## config.mk

```make
export PLATFORM = sky130hd
export DESIGN_NAME = rcs_top
export DESIGN_NICKNAME = d
export VERILOG_FILES = /design/src/hdl/rcs_pkg.sv /design/src/hdl/rcs_sync.sv /design/src/hdl/rcs_top.sv
export SDC_FILE = /design/constraint.sdc
export NUM_CORES = 1
export LEC_CHECK = 0
export BUFFER_PORTS_ARGS = -buffer_cell sky130_fd_sc_hd__buf_2
export CORE_MARGIN = 2
export CORE_UTILIZATION = 38
export DETAILED_ROUTE_END_ITERATION = 16
export PLACE_DENSITY_LB_ADDON = 0.08
export SLEW_MARGIN = 20
export SYNTH_ARGS = -nofsm -noshare
export SYNTH_HDL_FRONTEND = slang
export SYNTH_SLANG_ARGS = --single-unit
```

## constraint.sdc

```tcl
create_clock -name i_core_clk -period 1.5 [get_ports i_core_clk]
set_clock_uncertainty 0.2 [all_clocks]
set_input_delay 0.075 -clock i_core_clk [delete_from_list [all_inputs] [get_ports i_core_clk]]
set_output_delay 0.075 -clock i_core_clk [all_outputs]
set_load 0.01 [all_outputs]
```

## src/hdl/rcs_pkg.sv

```systemverilog
// constants and types for the reset and clock select block
package rcs_pkg;

  // ------------------------------------------------------------
  // register map
  // ------------------------------------------------------------
  localparam int          RCS_AW          = 4;
  localparam int          RCS_DW          = 16;
  localparam logic [3:0]  RCS_ADDR_EN     = 4'h0;
  localparam logic [3:0]  RCS_ADDR_SWRST  = 4'h1;
  localparam logic [3:0]  RCS_ADDR_CAUSE  = 4'h2;
  localparam logic [3:0]  RCS_ADDR_SYSCLK = 4'h3;
  localparam logic [3:0]  RCS_ADDR_USBCLK = 4'h4;

  // ------------------------------------------------------------
  // field positions
  // ------------------------------------------------------------
  localparam int          RCS_EN_VDD      = 0;
  localparam int          RCS_EN_USB      = 1;
  localparam int          RCS_EN_WDT      = 2;
  localparam int          RCS_EN_MCLK     = 3;
  localparam int          RCS_EN_CMP      = 4;
  localparam int          RCS_EN_SW       = 5;
  localparam int          RCS_EN_LOCK     = 7;
  localparam int          RCS_SWRST_GO    = 0;
  localparam int          RCS_USB_DIRECT  = 0;
  localparam int          RCS_USB_MEXT    = 1;

  // ------------------------------------------------------------
  // reset values and counts
  // ------------------------------------------------------------
  localparam logic [5:0]  RCS_EN_RST      = 6'h05;
  localparam logic [4:0]  RCS_HOLD_CYC    = 5'h10;
  localparam int          RCS_NSYNC       = 13;

  // ------------------------------------------------------------
  // types
  // ------------------------------------------------------------
  typedef enum logic [1:0] {
    RCS_CLK_HFOSC,
    RCS_CLK_LFOSC,
    RCS_CLK_EXTOSC,
    RCS_CLK_MULT_DIV2
  } rcs_sysclk_e;

  typedef enum logic [1:0] {
    RCS_ST_RUN,
    RCS_ST_RESET,
    RCS_ST_HOLD
  } rcs_state_e;

  typedef struct packed {
    logic flash;
    logic pin;
    logic sw;
    logic cmp;
    logic mclk;
    logic wdt;
    logic usb;
    logic vdd;
    logic por;
  } rcs_src_s;

endpackage

```

## src/hdl/rcs_sync.sv

```systemverilog
// two-flop synchroniser bank for asynchronous inputs
`timescale 1ns/1ps
`default_nettype none

module rcs_sync
#(
  parameter int W = 1
)
(
  // clock and reset
  input  wire logic         i_core_clk,
  input  wire logic         i_rst_n,
  // data
  input  wire logic [W-1:0] i_d,
  output logic      [W-1:0] o_q
);

  logic [W-1:0] meta_reg;
  logic [W-1:0] q_reg;

  // ------------------------------------------------------------
  // one pair of flops per bit
  // ------------------------------------------------------------
  genvar gi;
  generate
    for (gi = 0; gi < W; gi++)
    begin : g_bit
      always_ff @(posedge i_core_clk)
      begin
        if (!i_rst_n)
        begin
          meta_reg[gi] <= 1'b0;
          q_reg[gi]    <= 1'b0;
        end
        else
        begin
          meta_reg[gi] <= i_d[gi];
          q_reg[gi]    <= meta_reg[gi];
        end
      end
    end
  endgenerate

  assign o_q = q_reg;

endmodule

`default_nettype wire

```

## src/hdl/rcs_top.sv

```systemverilog
// reset source merger and system / usb clock selection
//
// Overview of operation
// - Any of nine requests (por, supply, usb, wdt, clock, comparator, sw, pin, flash) resets.
// - Every source but power-on, the reset pin and flash violation has a software disable bit.
// - After power-on, software may lock the watchdog reset on so writes cannot clear it.
// - An enabled supply monitor holds reset while supply is below the reset threshold voltage.
// - A usb bus reset or any vbus level change raises the usb reset request.
// - The system clock runs from fast or slow internal, external or halved multiplier output.
// - The system clock source can be changed at run time with no reset.
// - Full-speed usb clock is the internal oscillator with clock recovery, multiplied by four.
// - Low-speed usb clock may come straight from the internal oscillator.
// - The external oscillator may feed the multiplier instead.
// - System clock selection and usb clock selection never disturb each other.
//
// Added by the designer: the register addresses and strobed register access.
`timescale 1ns/1ps
`default_nettype none

module rcs_top
  import rcs_pkg::*;
(
  // clock and reset
  input  wire logic              i_core_clk,
  input  wire logic              i_rst_n,
  // register port
  input  wire logic [RCS_AW-1:0] i_addr,
  input  wire logic [RCS_DW-1:0] i_wdata,
  input  wire logic              i_wr,
  input  wire logic              i_rd,
  output logic      [RCS_DW-1:0] o_rdata,
  // reset sources, asynchronous
  input  wire logic              i_por,
  input  wire logic              i_vdd_below,
  input  wire logic              i_usb_bus_rst,
  input  wire logic              i_vbus,
  input  wire logic              i_wdt_expire,
  input  wire logic              i_mclk_missing,
  input  wire logic              i_cmp_level,
  input  wire logic              i_rst_pin_n,
  input  wire logic              i_flash_err,
  // oscillator ready, indexed by rcs_sysclk_e
  input  wire logic [3:0]        i_osc_ready,
  // results
  output logic                   o_sys_rst,
  output rcs_sysclk_e            o_sysclk_sel,
  output logic                   o_usbclk_direct,
  output logic                   o_mult_ext,
  output logic                   o_clk_rec_en
);

  // ------------------------------------------------------------
  // input synchronisers
  // ------------------------------------------------------------
  logic [RCS_NSYNC-1:0] raw;
  logic [RCS_NSYNC-1:0] syn;
  logic                 por_s;
  logic                 vdd_s;
  logic                 usbrst_s;
  logic                 vbus_s;
  logic                 wdt_s;
  logic                 mclk_s;
  logic                 cmp_s;
  logic                 pin_s;
  logic                 flash_s;
  logic [3:0]           rdy_s;

  // pin inverted ahead of the first flop so every bit is active high
  assign raw = {i_osc_ready, i_flash_err, ~i_rst_pin_n, i_cmp_level,
                i_mclk_missing, i_wdt_expire, i_vbus, i_usb_bus_rst,
                i_vdd_below, i_por};

  rcs_sync #(.W(RCS_NSYNC)) u_sync
  (
    .i_core_clk (i_core_clk),
    .i_rst_n    (i_rst_n),
    .i_d        (raw),
    .o_q        (syn)
  );

  assign {rdy_s, flash_s, pin_s, cmp_s, mclk_s, wdt_s, vbus_s, usbrst_s,
          vdd_s, por_s} = syn;

  // ------------------------------------------------------------
  // state
  // ------------------------------------------------------------
  rcs_state_e  state_reg;
  rcs_state_e  state_next;
  logic [4:0]  hold_reg;
  logic        rst_reg;
  rcs_src_s    cause_reg;
  logic [5:0]  en_reg;
  logic        lock_reg;
  logic        sw_req_reg;
  logic        vbus_d_reg;
  rcs_sysclk_e clk_req_reg;
  rcs_sysclk_e sys_sel_reg;
  logic        usb_direct_reg;
  logic        mult_ext_reg;
  logic        rec_reg;
  logic [RCS_DW-1:0] rdata_reg;

  rcs_src_s    req;
  logic        any_req;
  logic        wdt_on;
  logic        vbus_chg;
  logic        wr_ok;

  assign wdt_on   = en_reg[RCS_EN_WDT] | lock_reg;
  assign vbus_chg = vbus_s ^ vbus_d_reg;
  // writes during system reset are dropped, the registers are re-initialising
  assign wr_ok    = i_wr & ~rst_reg;

  // ------------------------------------------------------------
  // request merge
  // ------------------------------------------------------------
  always_comb
  begin
    req.por   = por_s;
    req.vdd   = vdd_s & en_reg[RCS_EN_VDD];
    req.usb   = (usbrst_s | vbus_chg) & en_reg[RCS_EN_USB];
    req.wdt   = wdt_s & wdt_on;
    req.mclk  = mclk_s & en_reg[RCS_EN_MCLK];
    req.cmp   = cmp_s & en_reg[RCS_EN_CMP];
    req.sw    = sw_req_reg & en_reg[RCS_EN_SW];
    req.pin   = pin_s;
    req.flash = flash_s;
  end

  assign any_req = |req;

  // ------------------------------------------------------------
  // reset sequencer
  // ------------------------------------------------------------
  always_comb
  begin
    state_next = state_reg;
    case (state_reg)
      RCS_ST_RUN:
        if (any_req)
          state_next = RCS_ST_RESET;
      RCS_ST_RESET:
        if (!any_req)
          state_next = RCS_ST_HOLD;
      RCS_ST_HOLD:
        if (any_req)
          state_next = RCS_ST_RESET;
        else if (hold_reg == RCS_HOLD_CYC - 5'h01)
          state_next = RCS_ST_RUN;
      default:
        state_next = RCS_ST_RESET;
    endcase
  end

  always_ff @(posedge i_core_clk)
  begin
    if (!i_rst_n)
    begin
      state_reg <= RCS_ST_RESET;
      rst_reg   <= 1'b1;
      hold_reg  <= '0;
    end
    else
    begin
      state_reg <= state_next;
      rst_reg   <= (state_next != RCS_ST_RUN);
      // stretch so every released request gives a clean minimum pulse
      if (state_reg == RCS_ST_HOLD && state_next == RCS_ST_HOLD)
        hold_reg <= hold_reg + 5'h01;
      else
        hold_reg <= '0;
    end
  end

  // new event replaces old flags, later requests in the same event add on
  always_ff @(posedge i_core_clk)
  begin
    if (!i_rst_n)
      cause_reg <= '0;
    else if (state_reg == RCS_ST_RUN && any_req)
      cause_reg <= req;
    else if (state_reg != RCS_ST_RUN)
      cause_reg <= cause_reg | req;
  end

  // ------------------------------------------------------------
  // source enables and watchdog lock
  // ------------------------------------------------------------
  always_ff @(posedge i_core_clk)
  begin
    if (!i_rst_n || rst_reg)
      en_reg <= RCS_EN_RST;
    else if (wr_ok && i_addr == RCS_ADDR_EN)
      en_reg <= i_wdata[5:0];
  end

  // lock only while the standing cause is power-on; only power-on undoes it
  always_ff @(posedge i_core_clk)
  begin
    if (!i_rst_n || req.por)
      lock_reg <= 1'b0;
    else if (wr_ok && i_addr == RCS_ADDR_EN && i_wdata[RCS_EN_LOCK]
             && cause_reg.por)
      lock_reg <= 1'b1;
  end

  always_ff @(posedge i_core_clk)
  begin
    if (!i_rst_n)
      sw_req_reg <= 1'b0;
    else
      sw_req_reg <= wr_ok && i_addr == RCS_ADDR_SWRST
                    && i_wdata[RCS_SWRST_GO];
  end

  always_ff @(posedge i_core_clk)
  begin
    if (!i_rst_n)
      vbus_d_reg <= 1'b0;
    else
      vbus_d_reg <= vbus_s;
  end

  // ------------------------------------------------------------
  // system clock select
  // ------------------------------------------------------------
  always_ff @(posedge i_core_clk)
  begin
    if (!i_rst_n || rst_reg)
      clk_req_reg <= RCS_CLK_HFOSC;
    else if (wr_ok && i_addr == RCS_ADDR_SYSCLK)
      clk_req_reg <= rcs_sysclk_e'(i_wdata[1:0]);
  end

  // switch only once the target runs, so a dead source never stalls the core
  always_ff @(posedge i_core_clk)
  begin
    if (!i_rst_n || rst_reg)
      sys_sel_reg <= RCS_CLK_HFOSC;
    else if (clk_req_reg != sys_sel_reg && rdy_s[clk_req_reg])
      sys_sel_reg <= clk_req_reg;
  end

  // ------------------------------------------------------------
  // usb clock select
  // ------------------------------------------------------------
  always_ff @(posedge i_core_clk)
  begin
    if (!i_rst_n || rst_reg)
    begin
      usb_direct_reg <= 1'b0;
      mult_ext_reg   <= 1'b0;
    end
    else if (wr_ok && i_addr == RCS_ADDR_USBCLK)
    begin
      usb_direct_reg <= i_wdata[RCS_USB_DIRECT];
      mult_ext_reg   <= i_wdata[RCS_USB_MEXT];
    end
  end

  // recovery whenever the internal oscillator is the usb reference
  always_ff @(posedge i_core_clk)
  begin
    if (!i_rst_n)
      rec_reg <= 1'b1;
    else
      rec_reg <= usb_direct_reg | ~mult_ext_reg;
  end

  // ------------------------------------------------------------
  // read port
  // ------------------------------------------------------------
  always_ff @(posedge i_core_clk)
  begin
    if (!i_rst_n || !i_rd)
      rdata_reg <= '0;
    else
      case (i_addr)
        RCS_ADDR_EN:
          rdata_reg <= {8'h00, lock_reg, 1'b0, en_reg[5:3], wdt_on,
                        en_reg[1:0]};
        RCS_ADDR_CAUSE:
          rdata_reg <= {7'h0, cause_reg};
        RCS_ADDR_SYSCLK:
          rdata_reg <= {12'h000, sys_sel_reg, clk_req_reg};
        RCS_ADDR_USBCLK:
          rdata_reg <= {13'h0, rec_reg, mult_ext_reg, usb_direct_reg};
        default:
          rdata_reg <= '0;
      endcase
  end

  assign o_rdata         = rdata_reg;
  assign o_sys_rst       = rst_reg;
  assign o_sysclk_sel    = sys_sel_reg;
  assign o_usbclk_direct = usb_direct_reg;
  assign o_mult_ext      = mult_ext_reg;
  assign o_clk_rec_en    = rec_reg;
endmodule

`default_nettype wire

```

Word-level counts from Yosys, hierarchy flattened

Index checks and enable logic that the tools add are counted.

Logic and storage cells: 106
Output and inout bits: 22
Input bits: 37
Register bits after elaboration: 75

Mux-type cells: 10
Reductions and logical operators: 22
Bitwise logic cells: 15
$lt $le $gt $ge: 1
$add $sub $neg: 1
Eq/ne operators: 9

Operator list:

| operator            | number |
|---|---|
| $pmux 9 s4          | 1 |
| $mux 9              | 2 |
| $logic_and 1x1->1   | 10 |
| $or 9x9->9          | 1 |
| $reduce_or 9->1     | 1 |
| $eq 4x2->1 const B  | 2 |
| $mux 2              | 4 |
| $and 1x1->1         | 7 |
| $pmux 2 s3          | 1 |
| $reduce_bool 2->1   | 3 |
| $add 5x1->5 const B | 1 |
| $eq 5x4->1 const B  | 1 |
| $eq 2x2->1 const B  | 2 |
| $eq 4x1->1 const B  | 1 |
| $eq 4x3->1 const B  | 1 |
| $logic_not 4->1     | 1 |
| $logic_or 1x1->1    | 3 |
| $lt 2x3->1 const B  | 1 |
| $not 1->1           | 3 |
| $or 1x1->1          | 3 |
| $bmux 1 s2          | 1 |
| $eq 2x1->1 const B  | 1 |
| $logic_not 1->1     | 2 |
| $logic_not 2->1     | 1 |
| 4 further kinds     | 4 |

Longest topological paths before layout

Gate-level depths: netlist (run 1).

Word-level depth: 9
Gate-level depth with buffers: 6

Cells and area by module

Synthesis (run 1) repeated with hierarchy kept, for this count alone.

Cell total of the unflattened synthesis: 252
Area, all modules: 2557.5 µm²

Modules (own cells, without submodules):

| module   | cells an instance | instances | area each (µm²) |
|---|---|---|---|
| rcs_top  | 198               | 1         | 1826.8 |
| rcs_sync | 54                | 1         | 730.7 |

Least setup slack after synthesis (run 1)

OpenSTA, ideal clock, no wires.

Path type: register to register
Start point: register hold_reg[0]
End point: register hold_reg[2]
Path slack: -149 ps
Library setup time: 66 ps
Clock period less this slack: 1649 ps
Arrival: 1383 ps
Cell stages (with the launch flop): 7
Path through: dfxtp_1 > ha_1 > and3_1 > ha_1 > nor3_1 > nand4_1 > nor2_1

Cells in the longest elaborated chain, start to end: 7

Ends and longest elaborated chain:

| item                       | line           | source |
|---|---|---|
| start, declared            | rcs_top.sv:89  | `logic [4:0] hold_reg;` |
| start signal, assigned     | rcs_top.sv:169 | `hold_reg <= hold_reg + 5'h01;` |
| $eq 5x4->1                 | rcs_top.sv:148 | `else if (hold_reg == RCS_HOLD_CYC - 5'h01)` |
| $mux 2                     | rcs_top.sv:148 |  |
| $mux 2                     | rcs_top.sv:146 | `if (any_req)` |
| $pmux 2 s3                 | rcs_top.sv:138 | `case (state_reg)` |
| $eq 2x2->1                 | rcs_top.sv:168 | `if (state_reg == RCS_ST_HOLD && state_next == RCS_ST_HOLD)` |
| $logic_and 1x1->1          | rcs_top.sv:168 |  |
| $reduce_and 2->1 (no line) | -              |  |

Parallel ways exist; a longest one is shown, timed or not.
A chain may end at the register's enable or synchronous reset.

Worst setup path after layout (run 1)

Start point: register en_reg[4]
End point: register hold_reg[1]

Cells in the longest elaborated chain, start to end: 7

Ends and longest elaborated chain:

| item                           | line                                           | source |
|---|---|---|
| start, declared                | rcs_top.sv:92                                  | `logic [5:0] en_reg;` |
| start signal, assigned         | rcs_top.sv:194                                 | `en_reg <= i_wdata[5:0];` |
| $and 1x1->1 (*)                | rcs_top.sv:124                                 | `req.cmp = cmp_s & en_reg[RCS_EN_CMP];` |
| $reduce_or 9->1 (*)            | rcs_top.sv:130                                 | `assign any_req = \|req;` |
| $mux 2 (on tied branches)      | rcs_top.sv:146, rcs_top.sv:140, rcs_top.sv:143 |  |
| $pmux 2 s3 (*)                 | rcs_top.sv:138                                 |  |
| $eq 2x2->1 (*)                 | rcs_top.sv:168                                 |  |
| $logic_and 1x1->1 (*)          | rcs_top.sv:168                                 |  |
| $reduce_and 2->1 (no line) (*) | -                                              |  |

Mark *: on every way between the ends. The rest lies on a longest branch, timed or not.

==> results of run 1 <==
## final cells by class
class	count	area (sq um)	area share [%]
clock buffer	13	169	4.69
clock inverter	3	43.8	1.22
inverter	5	18.8	0.521
multi-input combinational	168	1130	31.5
sequential	68	1370	37.9
tap	77	96.3	2.67
timing repair buffer	106	774	21.5
## Yosys cell counts (all sizes together), types with 4 or more instances
cell    number  share of area (%)
o21ai        9                2.1
a31oi        4                1.0
mux2i       15                6.0
nor2        24                3.6
a311oi       5                1.8
nand4        4                1.0
nor3         8                1.6
buf         13                3.3
nor2b        4                1.0
nand2       17                2.6
and2        28                7.0
dfxtp       68                 55
a21oi       12                2.4
nand3        5                1.0
inv          5               0.75
clkbuf       6               0.95
## through the flow
step	util (%)	setup TNS (ns)	power, W	instances	setup slack [ns]
5_1_grt	56.7	-1.61	0.00394	440	-0.235
3_3_place_gp	47.2	-0.674	0.00215	392	-0.110
2_1_floorplan	-	-0.117	0.00206	260	-0.0326
4_1_cts	55.7	-0.680	0.00380	439	-0.118
6_report	56.7	-0.718	0.00379	440	-0.128
3_5_place_dp	47.2	-1.05	0.00215	392	-0.165
## final timing paths
kind | slack, ns | cells after the start | endpoint
hold reg to reg | 0.23 | 1 | u_sync.o_q[7]
setup / recovery | -0.13 | 6 | hold_reg[1]
hold / removal | 0.02 | 4 | clk_req_reg[1]
setup reg to reg | -0.13 | 6 | hold_reg[1]
## cell families after synthesis
logic type / Yosys count / synth area share [%]
AND/OR/NAND/NOR: 102 / 21.5
multiplexers: 18 / 7.38
adder cells (fa/ha/maj): 2 / 1.00
buffers and inverters: 24 / 4.97
flip-flops: 68 / 54.6
XOR/XNOR: 3 / 1.05
AO/OA/AOI/OAI: 36 / 9.24
other: 1 / 0.151
## routing by layer
metal	wire length [um]	part of all wire [%]	vias up	GRT usage, %
met5	0	0	-	0
met4	94	1.7	0	6.49
met3	301	5.3	10	5.06
met2	2580	46	54	26.0
met1	2700	47	916	22.1
li1	-	-	1069	-
## power groups by stage
stage	Clock [W]	Combinational, W	Sequential, W
2_1_floorplan	0	0.000147	0.00191
3_5_place_dp	0	0.000233	0.00192
3_3_place_gp	0	0.000233	0.00192
6_report	0.00158	0.000324	0.00188
4_1_cts	0.00161	0.000305	0.00188
5_1_grt	0.00170	0.000357	0.00189
## critical path, delay by kind of cell (launching register included)
kind	cells	cell delay [ns]
and+or+nand+nor	3	0.63
DFF	1	0.33
AOI/OAI and AO/OA	1	0.20
buffers and inverters	2	0.19
## what timing repair did
action,in CTS,in global routing
buffers inserted,1,1
hold buffers,30,0
setup endpoints to repair,12,27
hold endpoints to repair,36,0
pin swaps,11,7
gates resized for setup,5,14
==> results.md, run 1 <==
- NumNets Final: 397
- Most common library cell in the layout ignoring fill and taps: dfxtp_1
- Critical Path AT: 1.69 ns
- CTS clk-pin slew, worst paths: 0.07 ns
- Syn Area/Cell: 9.81 sq um
- Yosys warns: 0
- Fmax: 614 MHz
- Fin crit period: 1.63 ns
- Area growth, synth to finish: 44.7%
- CP Launch Type: register
- Pleak: 1.54 nW
- Hold_ws: 0.0160 ns
- Initial DRC Count: 67
- Post-synthesis sequential area ratio: 54.6%
- Critical-path top delay cell: dfxtp_2
- Largest net degree at the start of global routing: 24
- Antenna fix cells: 0
- RSZ-0062 raised after global routing: yes
- Most used DFF post-synth: dfxtp_1
- Endpoints failing hold: 0
- GPL Wtd Cong: 0.791
- Max cap viols: 0
- Worst endpoint required time: 1.57 ns
- Initial antenna violation count: 0
- Endpoints failing setup: 10
- Internal power: 0.00294 W
- Clk Latency, worst-skew pair: 0.34 ns
- Die area: 7220 sq um
- Post-route cell area: 3600 sq um
- DP Wirelength: 3800 um
- I/O Buffers: 42
- Number of flops mapped to enable cells by yosys: 0
- Setup ws final: -0.128 ns
- DIE WIDTH: 85.0 um
- Number of global-route vias before repair: 1996
- Io pins: 59
- Root buf cell: clkbuf_8
- Detailed Routing Iterations Pass 1: 4
- VDD IR max: 0.592 mV
- Remaining Overflow, GRT: 0
- Worst Hold Class: input pin to register
- Async SR Flop Fraction: 0%
- Aggregate global-route resource usage: 16.8%
- Final WL: 5680 um
- Vias: 2049
- Combinational power share: 8.6%
- CTS tree: done
- Num rows: 29
- CORE AREA: 6350 sq um
- First-pass GRT wire length: 9430 um
- Failing checks: negative setup slack
- Sw Ratio: 22.5%
- Pwr per Cell Area: 1050 nW/um^2
- Layout cells sized above 1: 32.0%
- Critical path capture point type: register
- Sw Pwr: 0.000854 W
- Post-route ant nets: 0
- Synth Register Bits: 68
- # fillers: 590
- Final worst path period share: 109%
- Starting Density: 39.2%
- CP Max Fanout: 5
- Status: finished with violations
- DR vias/cell: 4.66
- Post-Place Cell Area: 2990 sq um
- Clock network fraction of total power: 41.8%
- Most frequent cells in the layout: dfxtp_1, buf_2, buf_4, dlygate4sd3_1, and2_1
- Final Max Tran Viols: 0
- Min-delay src: i_addr[0]
- Residual DRC count: 0
- # clock sinks: 68
- CP dominant cell by count: buf_4
- TritonCTS Buffers: 9
- Setup CP Type: register to register
- Mapped Cells: 254
- Detailed-route wire length per cell: 12.9 um
- Die height: 85.0 um
- # H-tree levels: 3
- Sequential power share: 49.7%
- Mapped Area: 2490 sq um
- Synth unique cells: 36
- Crit-path max cell delay: 0.33 ns
- Longest Clk Path Bufs: 2
- Reg2reg start: en_reg[4]
- Crit path from: en_reg[4]
- Worst-path cell chain: a22oi_2 -> and4_4 -> buf_4 -> buf_4 -> nand4_1 -> nor2_1
(Power assumes the default switching activity.)
==> run 2: changes to the inputs <==
--- a/config.mk
+++ b/config.mk
@@ -9,7 +9,6 @@
 export CORE_MARGIN = 2
 export CORE_UTILIZATION = 38
 export DETAILED_ROUTE_END_ITERATION = 16
-export PLACE_DENSITY_LB_ADDON = 0.08
 export SLEW_MARGIN = 20
 export SYNTH_ARGS = -nofsm -noshare
 export SYNTH_HDL_FRONTEND = slang
==> constraint.sdc (replaced) <==
create_clock -name i_core_clk -period 1.83 [get_ports i_core_clk]
set_clock_uncertainty 0.2 [all_clocks]
set_input_delay 0.0915 -clock i_core_clk [delete_from_list [all_inputs] [get_ports i_core_clk]]
set_output_delay 0.0915 -clock i_core_clk [all_outputs]
set_load 0.01 [all_outputs]
==> run 2 against run 1 <==
  * The run now ends clean
  * Sequential share of layout area is 3.5 points higher
  * Utilization is 4.9 points lower
  * Via count is 4.1% lower
  * Worst hold slack better by 0.0061 ns
  * Global-route usage is 1.3 points lower
  * Critical path type is now input pin to register
  * Critical endpoint is now o_rdata[1]
==> results.md, run 2 (synthesis gave the netlist of run 1 again) <==
- Reg2reg setup slack: 0.09 ns
- Pwr per Cell Area: 859 nW/um^2
- Critical Path AT: 1.86 ns
- Most frequent cells in the layout: dfxtp_1, buf_2, dlygate4sd3_1, and2_1, nor2_1
- TritonCTS Buffers: 9
- Pleak: 1.36 nW
- Antenna fix cells: 0
- Longest Clk Path Bufs: 2
- Post-route cell area: 3290 sq um
- CP dominant cell by count: dlygate4sd3_1
- Io pins: 59
- Fin crit period: 1.78 ns
- CTS clk-pin slew, worst paths: 0.07 ns
- Vias: 1966
- Root buf cell: clkbuf_8
- GPL Wtd Cong: 0.847
- Total power: 0.00283 W
- Worst Hold Class: input pin to register
- R2r worst-path depth: 5
- Max cap viols: 0
- NumNets Final: 374
- Fmax: 561 MHz
- Final non-filler cell total: 417
- Starting Density: 39.2%
- Post-route ant nets: 0
- Largest net degree at the start of global routing: 32
- Capture point of the critical path: o_rdata[1]
- # clock sinks: 68
- VDD IR max: 0.373 mV
- Detailed-route wire length per cell: 12.7 um
- DR vias/cell: 4.71
- DP Wirelength: 3450 um
- # fillers: 596
- Final Max Tran Viols: 0
- Detailed Routing Iterations Pass 1: 4
- Critical path capture point type: register
- Initial DRC Count: 126
- Final WL: 5310 um
- Multi-input logic area: 1040 sq um
- Number of global-route vias before repair: 1810
- CORE AREA: 6350 sq um
- First-pass GRT wire length: 8560 um
- Remaining Overflow, GRT: 0
- Reg2reg start: o_sys_rst
- Die area: 7220 sq um
- CTS tree: done
- Post-Place Cell Area: 2770 sq um
- Worst endpoint required time: 1.91 ns
- Min-delay src: i_addr[0]
- Final worst path period share: 97.3%
- Crit path from: i_addr[2]
- Initial antenna violation count: 0
- Status: complete, no violations
- DIE WIDTH: 85.0 um
- Endpoints failing setup: 0
- Endpoints failing hold: 0
- Clk Latency, worst-skew pair: 0.35 ns
- Most common library cell in the layout ignoring fill and taps: dfxtp_1
- Area growth, synth to finish: 32.1%
- # H-tree levels: 3
- Placed Cells incl. Taps: 367
- Layout cells sized above 1: 22.1%
- I/O Buffers: 42
- Critical-path top delay cell: dlygate4sd3_1
- Num rows: 29
- Die height: 85.0 um
- Crit-path max cell delay: 0.61 ns
- Setup CP Type: input pin to register
- Worst-path cell chain: buf_2 -> dlygate4sd3_1 -> nor2_2 -> dlygate4sd3_1 -> nand4_1 -> a31oi_1
- Critical R2R Capture: o_usbclk_direct
- CP Launch Type: input pin
- CP Max Fanout: 5
- Aggregate global-route resource usage: 15.5%
- Residual DRC count: 0
- Register area: 1360 sq um
## run 2: cell types whose count changed in the layout (fill, tap and decap cells not counted), sizes merged
cell	change
buf	-27
bufinv	-1
clkbuf	-2
clkinv	+2
clkinvlp	+1
dlygate4sd3	+5
dlymetal6s4s	-1
## run 2: worst max-delay path, delay by kind of cell
kind	cells	cell delay, ns
buffers and inverters	3	1.33
AO/OA/AOI/OAI	1	0.17
AND/OR/NAND/NOR	2	0.26
## run 2: cell type report
class	instances	area share [%]
flip-flops and latches	68	41.4
multi-input cells	168	31.6
repair buffers	83	18.3
clock buffers	11	4.30
well taps	77	2.93
clock inverters	5	0.837
inverters	5	0.570
## run 2: worst min-delay path by stage
stage                                    end  cells after the start  slack [ns]
after floorplan           u_sync.meta_reg[7]                      1       -0.04
after CTS                         o_rdata[4]                      3       0.005
after global placement    u_sync.meta_reg[7]                      2        0.06
final                             o_rdata[4]                      3        0.02
after global routing              o_rdata[4]                      3       0.008
after detailed placement  u_sync.meta_reg[7]                      2        0.06
## run 2: stage by stage
stage / TNS (ns) / hold slack, ns / util [%] / setup WS (ns)
6_report: 0 / 0.0221 / 51.8 / 0.0490
5_1_grt: -0.00198 / 0.00801 / 51.8 / -0.00198
4_1_cts: 0 / 0.00539 / 51.6 / 0.0167
3_5_place_dp: 0 / 0.0591 / 43.6 / 0.0270
3_3_place_gp: 0 / 0.0579 / 43.6 / 0.0890
2_1_floorplan: 0 / -0.0418 / - / 0.181
## run 2: power by group
group,switching (W),internal (W),total (W)
registers,0.0000227,0.00152,0.00154
logic,0.000103,0.000112,0.000216
clock network,0.000549,0.000519,0.00107
total,0.000675,0.00215,0.00283
## run 2: routing by layer
metal / wire length, um / vias up / global-route usage, % / part of all wire (%)
met3: 327 / 8 / 5.84 / 6.2
met4: 102 / 0 / 7.79 / 1.9
li1: - / 1017 / - / -
met1: 2520 / 881 / 19.8 / 48
met5: 0 / - / 0 / 0
met2: 2360 / 60 / 22.9 / 44
## run 2: what timing repair did
action	in CTS	in global routing
setup endpoints to repair	0	7
buffers inserted	0	0
endpoints found under the hold margin	36	0
hold buffers	34	0
resized for setup	0	5
==> run 3: changes to the inputs <==
--- a/config.mk
+++ b/config.mk
@@ -8,6 +8,7 @@
 export BUFFER_PORTS_ARGS = -buffer_cell sky130_fd_sc_hd__buf_2
 export CORE_MARGIN = 2
 export CORE_UTILIZATION = 38
+export CTS_BUF_LIST = sky130_fd_sc_hd__clkbuf_8
 export DETAILED_ROUTE_END_ITERATION = 16
 export SLEW_MARGIN = 20
 export SYNTH_ARGS = -nofsm -noshare
==> run 3 against run 2 <==
  * Final area did not move
  * Combinational power about the same
  * Fmax about the same
  * Critical path depth increased by 1
  * Setup slack about the same
  * Via count down 0.15%
  * Non-clock buffer count unchanged
  * Count of clock-buffer cells in the layout shrank 1
  * Worst hold slack lost 0.00089 ns
  * First-iteration DRC count is the same
  * Sequential share of layout area did not move
  * Clock power is essentially flat
  * Critical endpoint is now o_usbclk_direct
==> results.md, run 3 (synthesis gave the netlist of run 1 again) <==
- Setup repair bufs after CTS: 0
- Pre-CTS setup slack: 0.0270 ns
- Worst-path cell chain: dlygate4sd3_1 -> buf_2 -> nor2b_1 -> buf_4 -> nand3_1 -> dlygate4sd3_1 -> a21oi_1
- Crit. path cell count: 7
- Starting Density: 39.2%
- Cells on Worst Hold Path: 3
- Critical R2R Capture: o_usbclk_direct
- Detailed Routing Iterations Pass 1: 4
- CTS tree: done
- Post-Place Cell Area: 2770 sq um
- Fmax: 561 MHz
- Die height: 85.0 um
- Total power: 0.00282 W
- CP delay by family, top: buffers and inverters
- Combinational power share: 7.6%
- Internal power: 0.00214 W
- Largest net degree at the start of global routing: 32
- Endpoints failing setup: 0
- CP dominant cell by count: dlygate4sd3_1
- Longest Clk Path Bufs: 2
- Status: complete, no violations
- Critical Path AT: 1.85 ns
- DP Wirelength: 3450 um
- Hold Path Sink: o_rdata[4]
- CORE AREA: 6350 sq um
- Fin crit period: 1.78 ns
- Area growth, synth to finish: 32.1%
- Critical-path top delay cell: dlygate4sd3_1
- CP Max Fanout: 4
- # H-tree levels: 3
- Number of global-route vias before repair: 1810
- First-pass GRT wire length: 8560 um
- Die area: 7220 sq um
- Min-delay src: i_addr[0]
- Residual DRC count: 0
- Remaining Overflow, GRT: 0
- Root buf cell: clkbuf_8
- Sequential power share: 54.7%
- Clk Latency, worst-skew pair: 0.35 ns
- I/O Buffers: 42
- Endpoints failing hold: 0
- Most common library cell in the layout ignoring fill and taps: dfxtp_1
- Worst path bufs/invs: 4
- Clock network fraction of total power: 37.7%
- TritonCTS Buffers: 9
- # clock sinks: 68
- Final Max Tran Viols: 0
- Critical path capture point type: register
- Antenna fix cells: 0
- VDD IR max: 0.373 mV
- Sw Pwr: 0.000675 W
- DR vias/cell: 4.71
- Initial DRC Count: 126
- Aggregate global-route resource usage: 15.5%
- Reg2reg setup slack: 0.09 ns
- R2r worst-path depth: 5
- GPL Wtd Cong: 0.847
- Io pins: 59
- Final WL: 5300 um
- Pwr per Cell Area: 857 nW/um^2
- Layout cells sized above 1: 22.1%
- CP Launch Type: input pin
- CTS clk-pin slew, worst paths: 0.07 ns
- Sw Ratio: 23.9%
- Worst Hold Class: input pin to register
- Worst endpoint required time: 1.90 ns
- DIE WIDTH: 85.0 um
- Detailed-route wire length per cell: 12.7 um
- Pleak: 1.37 nW
- Initial antenna violation count: 0
- Setup CP Type: input pin to register
- NumNets Final: 374
- Final worst path period share: 97.3%
- Max cap viols: 0
- Num rows: 29
- Post-route cell area: 3290 sq um
- Vias: 1963
- Reg2reg start: o_sys_rst
- Crit-path max cell delay: 0.57 ns
- Most frequent cells in the layout: dfxtp_1, buf_2, dlygate4sd3_1, and2_1, nor2_1
- Post-route ant nets: 0
- Setup ws final: 0.0488 ns
-- run 3: cell count changes in the layout (fill, tap and decap cells not counted), sizes merged --
cell / change
clkbuf: -1
inv: +1
-- run 3: worst max-delay path by stage --
stage	slack [ns]	endpoint	start
floorplan	0.18	hold_reg[2]	hold_reg[0]
global placement	0.09	hold_reg[3]	hold_reg[0]
detailed placement	0.03	hold_reg[3]	hold_reg[0]
CTS	0.02	hold_reg[2]	hold_reg[0]
global route	-0.002	hold_reg[1]	hold_reg[0]
finish	0.05	o_usbclk_direct	i_wr
-- run 3: cell type report --
class / instances / area, sq um
well taps: 77 / 96.3
clock inverters: 6 / 31.3
multi-input cells: 168 / 1040
flip-flops and latches: 68 / 1360
fillers: 596 / 3060
clock buffers: 10 / 138
repair buffers: 83 / 603
inverters: 5 / 18.8
-- run 3: per-layer routing --
layer | vias up | part of all wire (%) | GRT usage, %
met3 | 8 | 6.1 | 5.84
met4 | 0 | 1.9 | 7.79
met5 | - | 0 | 0
li1 | 1017 | - | -
met1 | 880 | 47 | 19.8
met2 | 58 | 44 | 22.9
-- run 3: repair_timing --
action	in CTS	in global routing
hold buffers	34	0
hold endpoints to repair	36	0
gates resized for setup	0	5
setup endpoints to repair	0	7
-- run 3: power groups by stage --
stage / Sequential (W) / Combinational [W] / Clock (W)
finish: 0.00154 / 0.000215 / 0.00106
global route: 0.00155 / 0.000237 / 0.00116
CTS: 0.00154 / 0.000212 / 0.00109
detailed placement: 0.00158 / 0.000161 / 0
global placement: 0.00157 / 0.000161 / 0
floorplan: 0.00157 / 0.000119 / 0
-- run 3: stage by stage --
| step | TNS, ns | hold WS (ns) | cells | utilization (%) |
|---|---|---|---|---|
| 6_report | 0 | 0.0212 | 417 | 51.8 |
| 5_1_grt | -0.00198 | 0.00801 | 417 | 51.8 |
| 4_1_cts | 0 | 0.00539 | 417 | 51.6 |
| 3_5_place_dp | 0 | 0.0591 | 367 | 43.6 |
| 3_3_place_gp | 0 | 0.0579 | 367 | 43.6 |
| 2_1_floorplan | 0 | -0.0418 | 260 | - |
-- run 3: worst reg2reg max path, stage by stage, from the launching register on --
cell and delay [ns]:
dfxtp_1 0.35, nor2b_1 0.19, buf_4 0.16, nand3_1 0.07
dlygate4sd3_1 0.57, a21oi_1 0.13
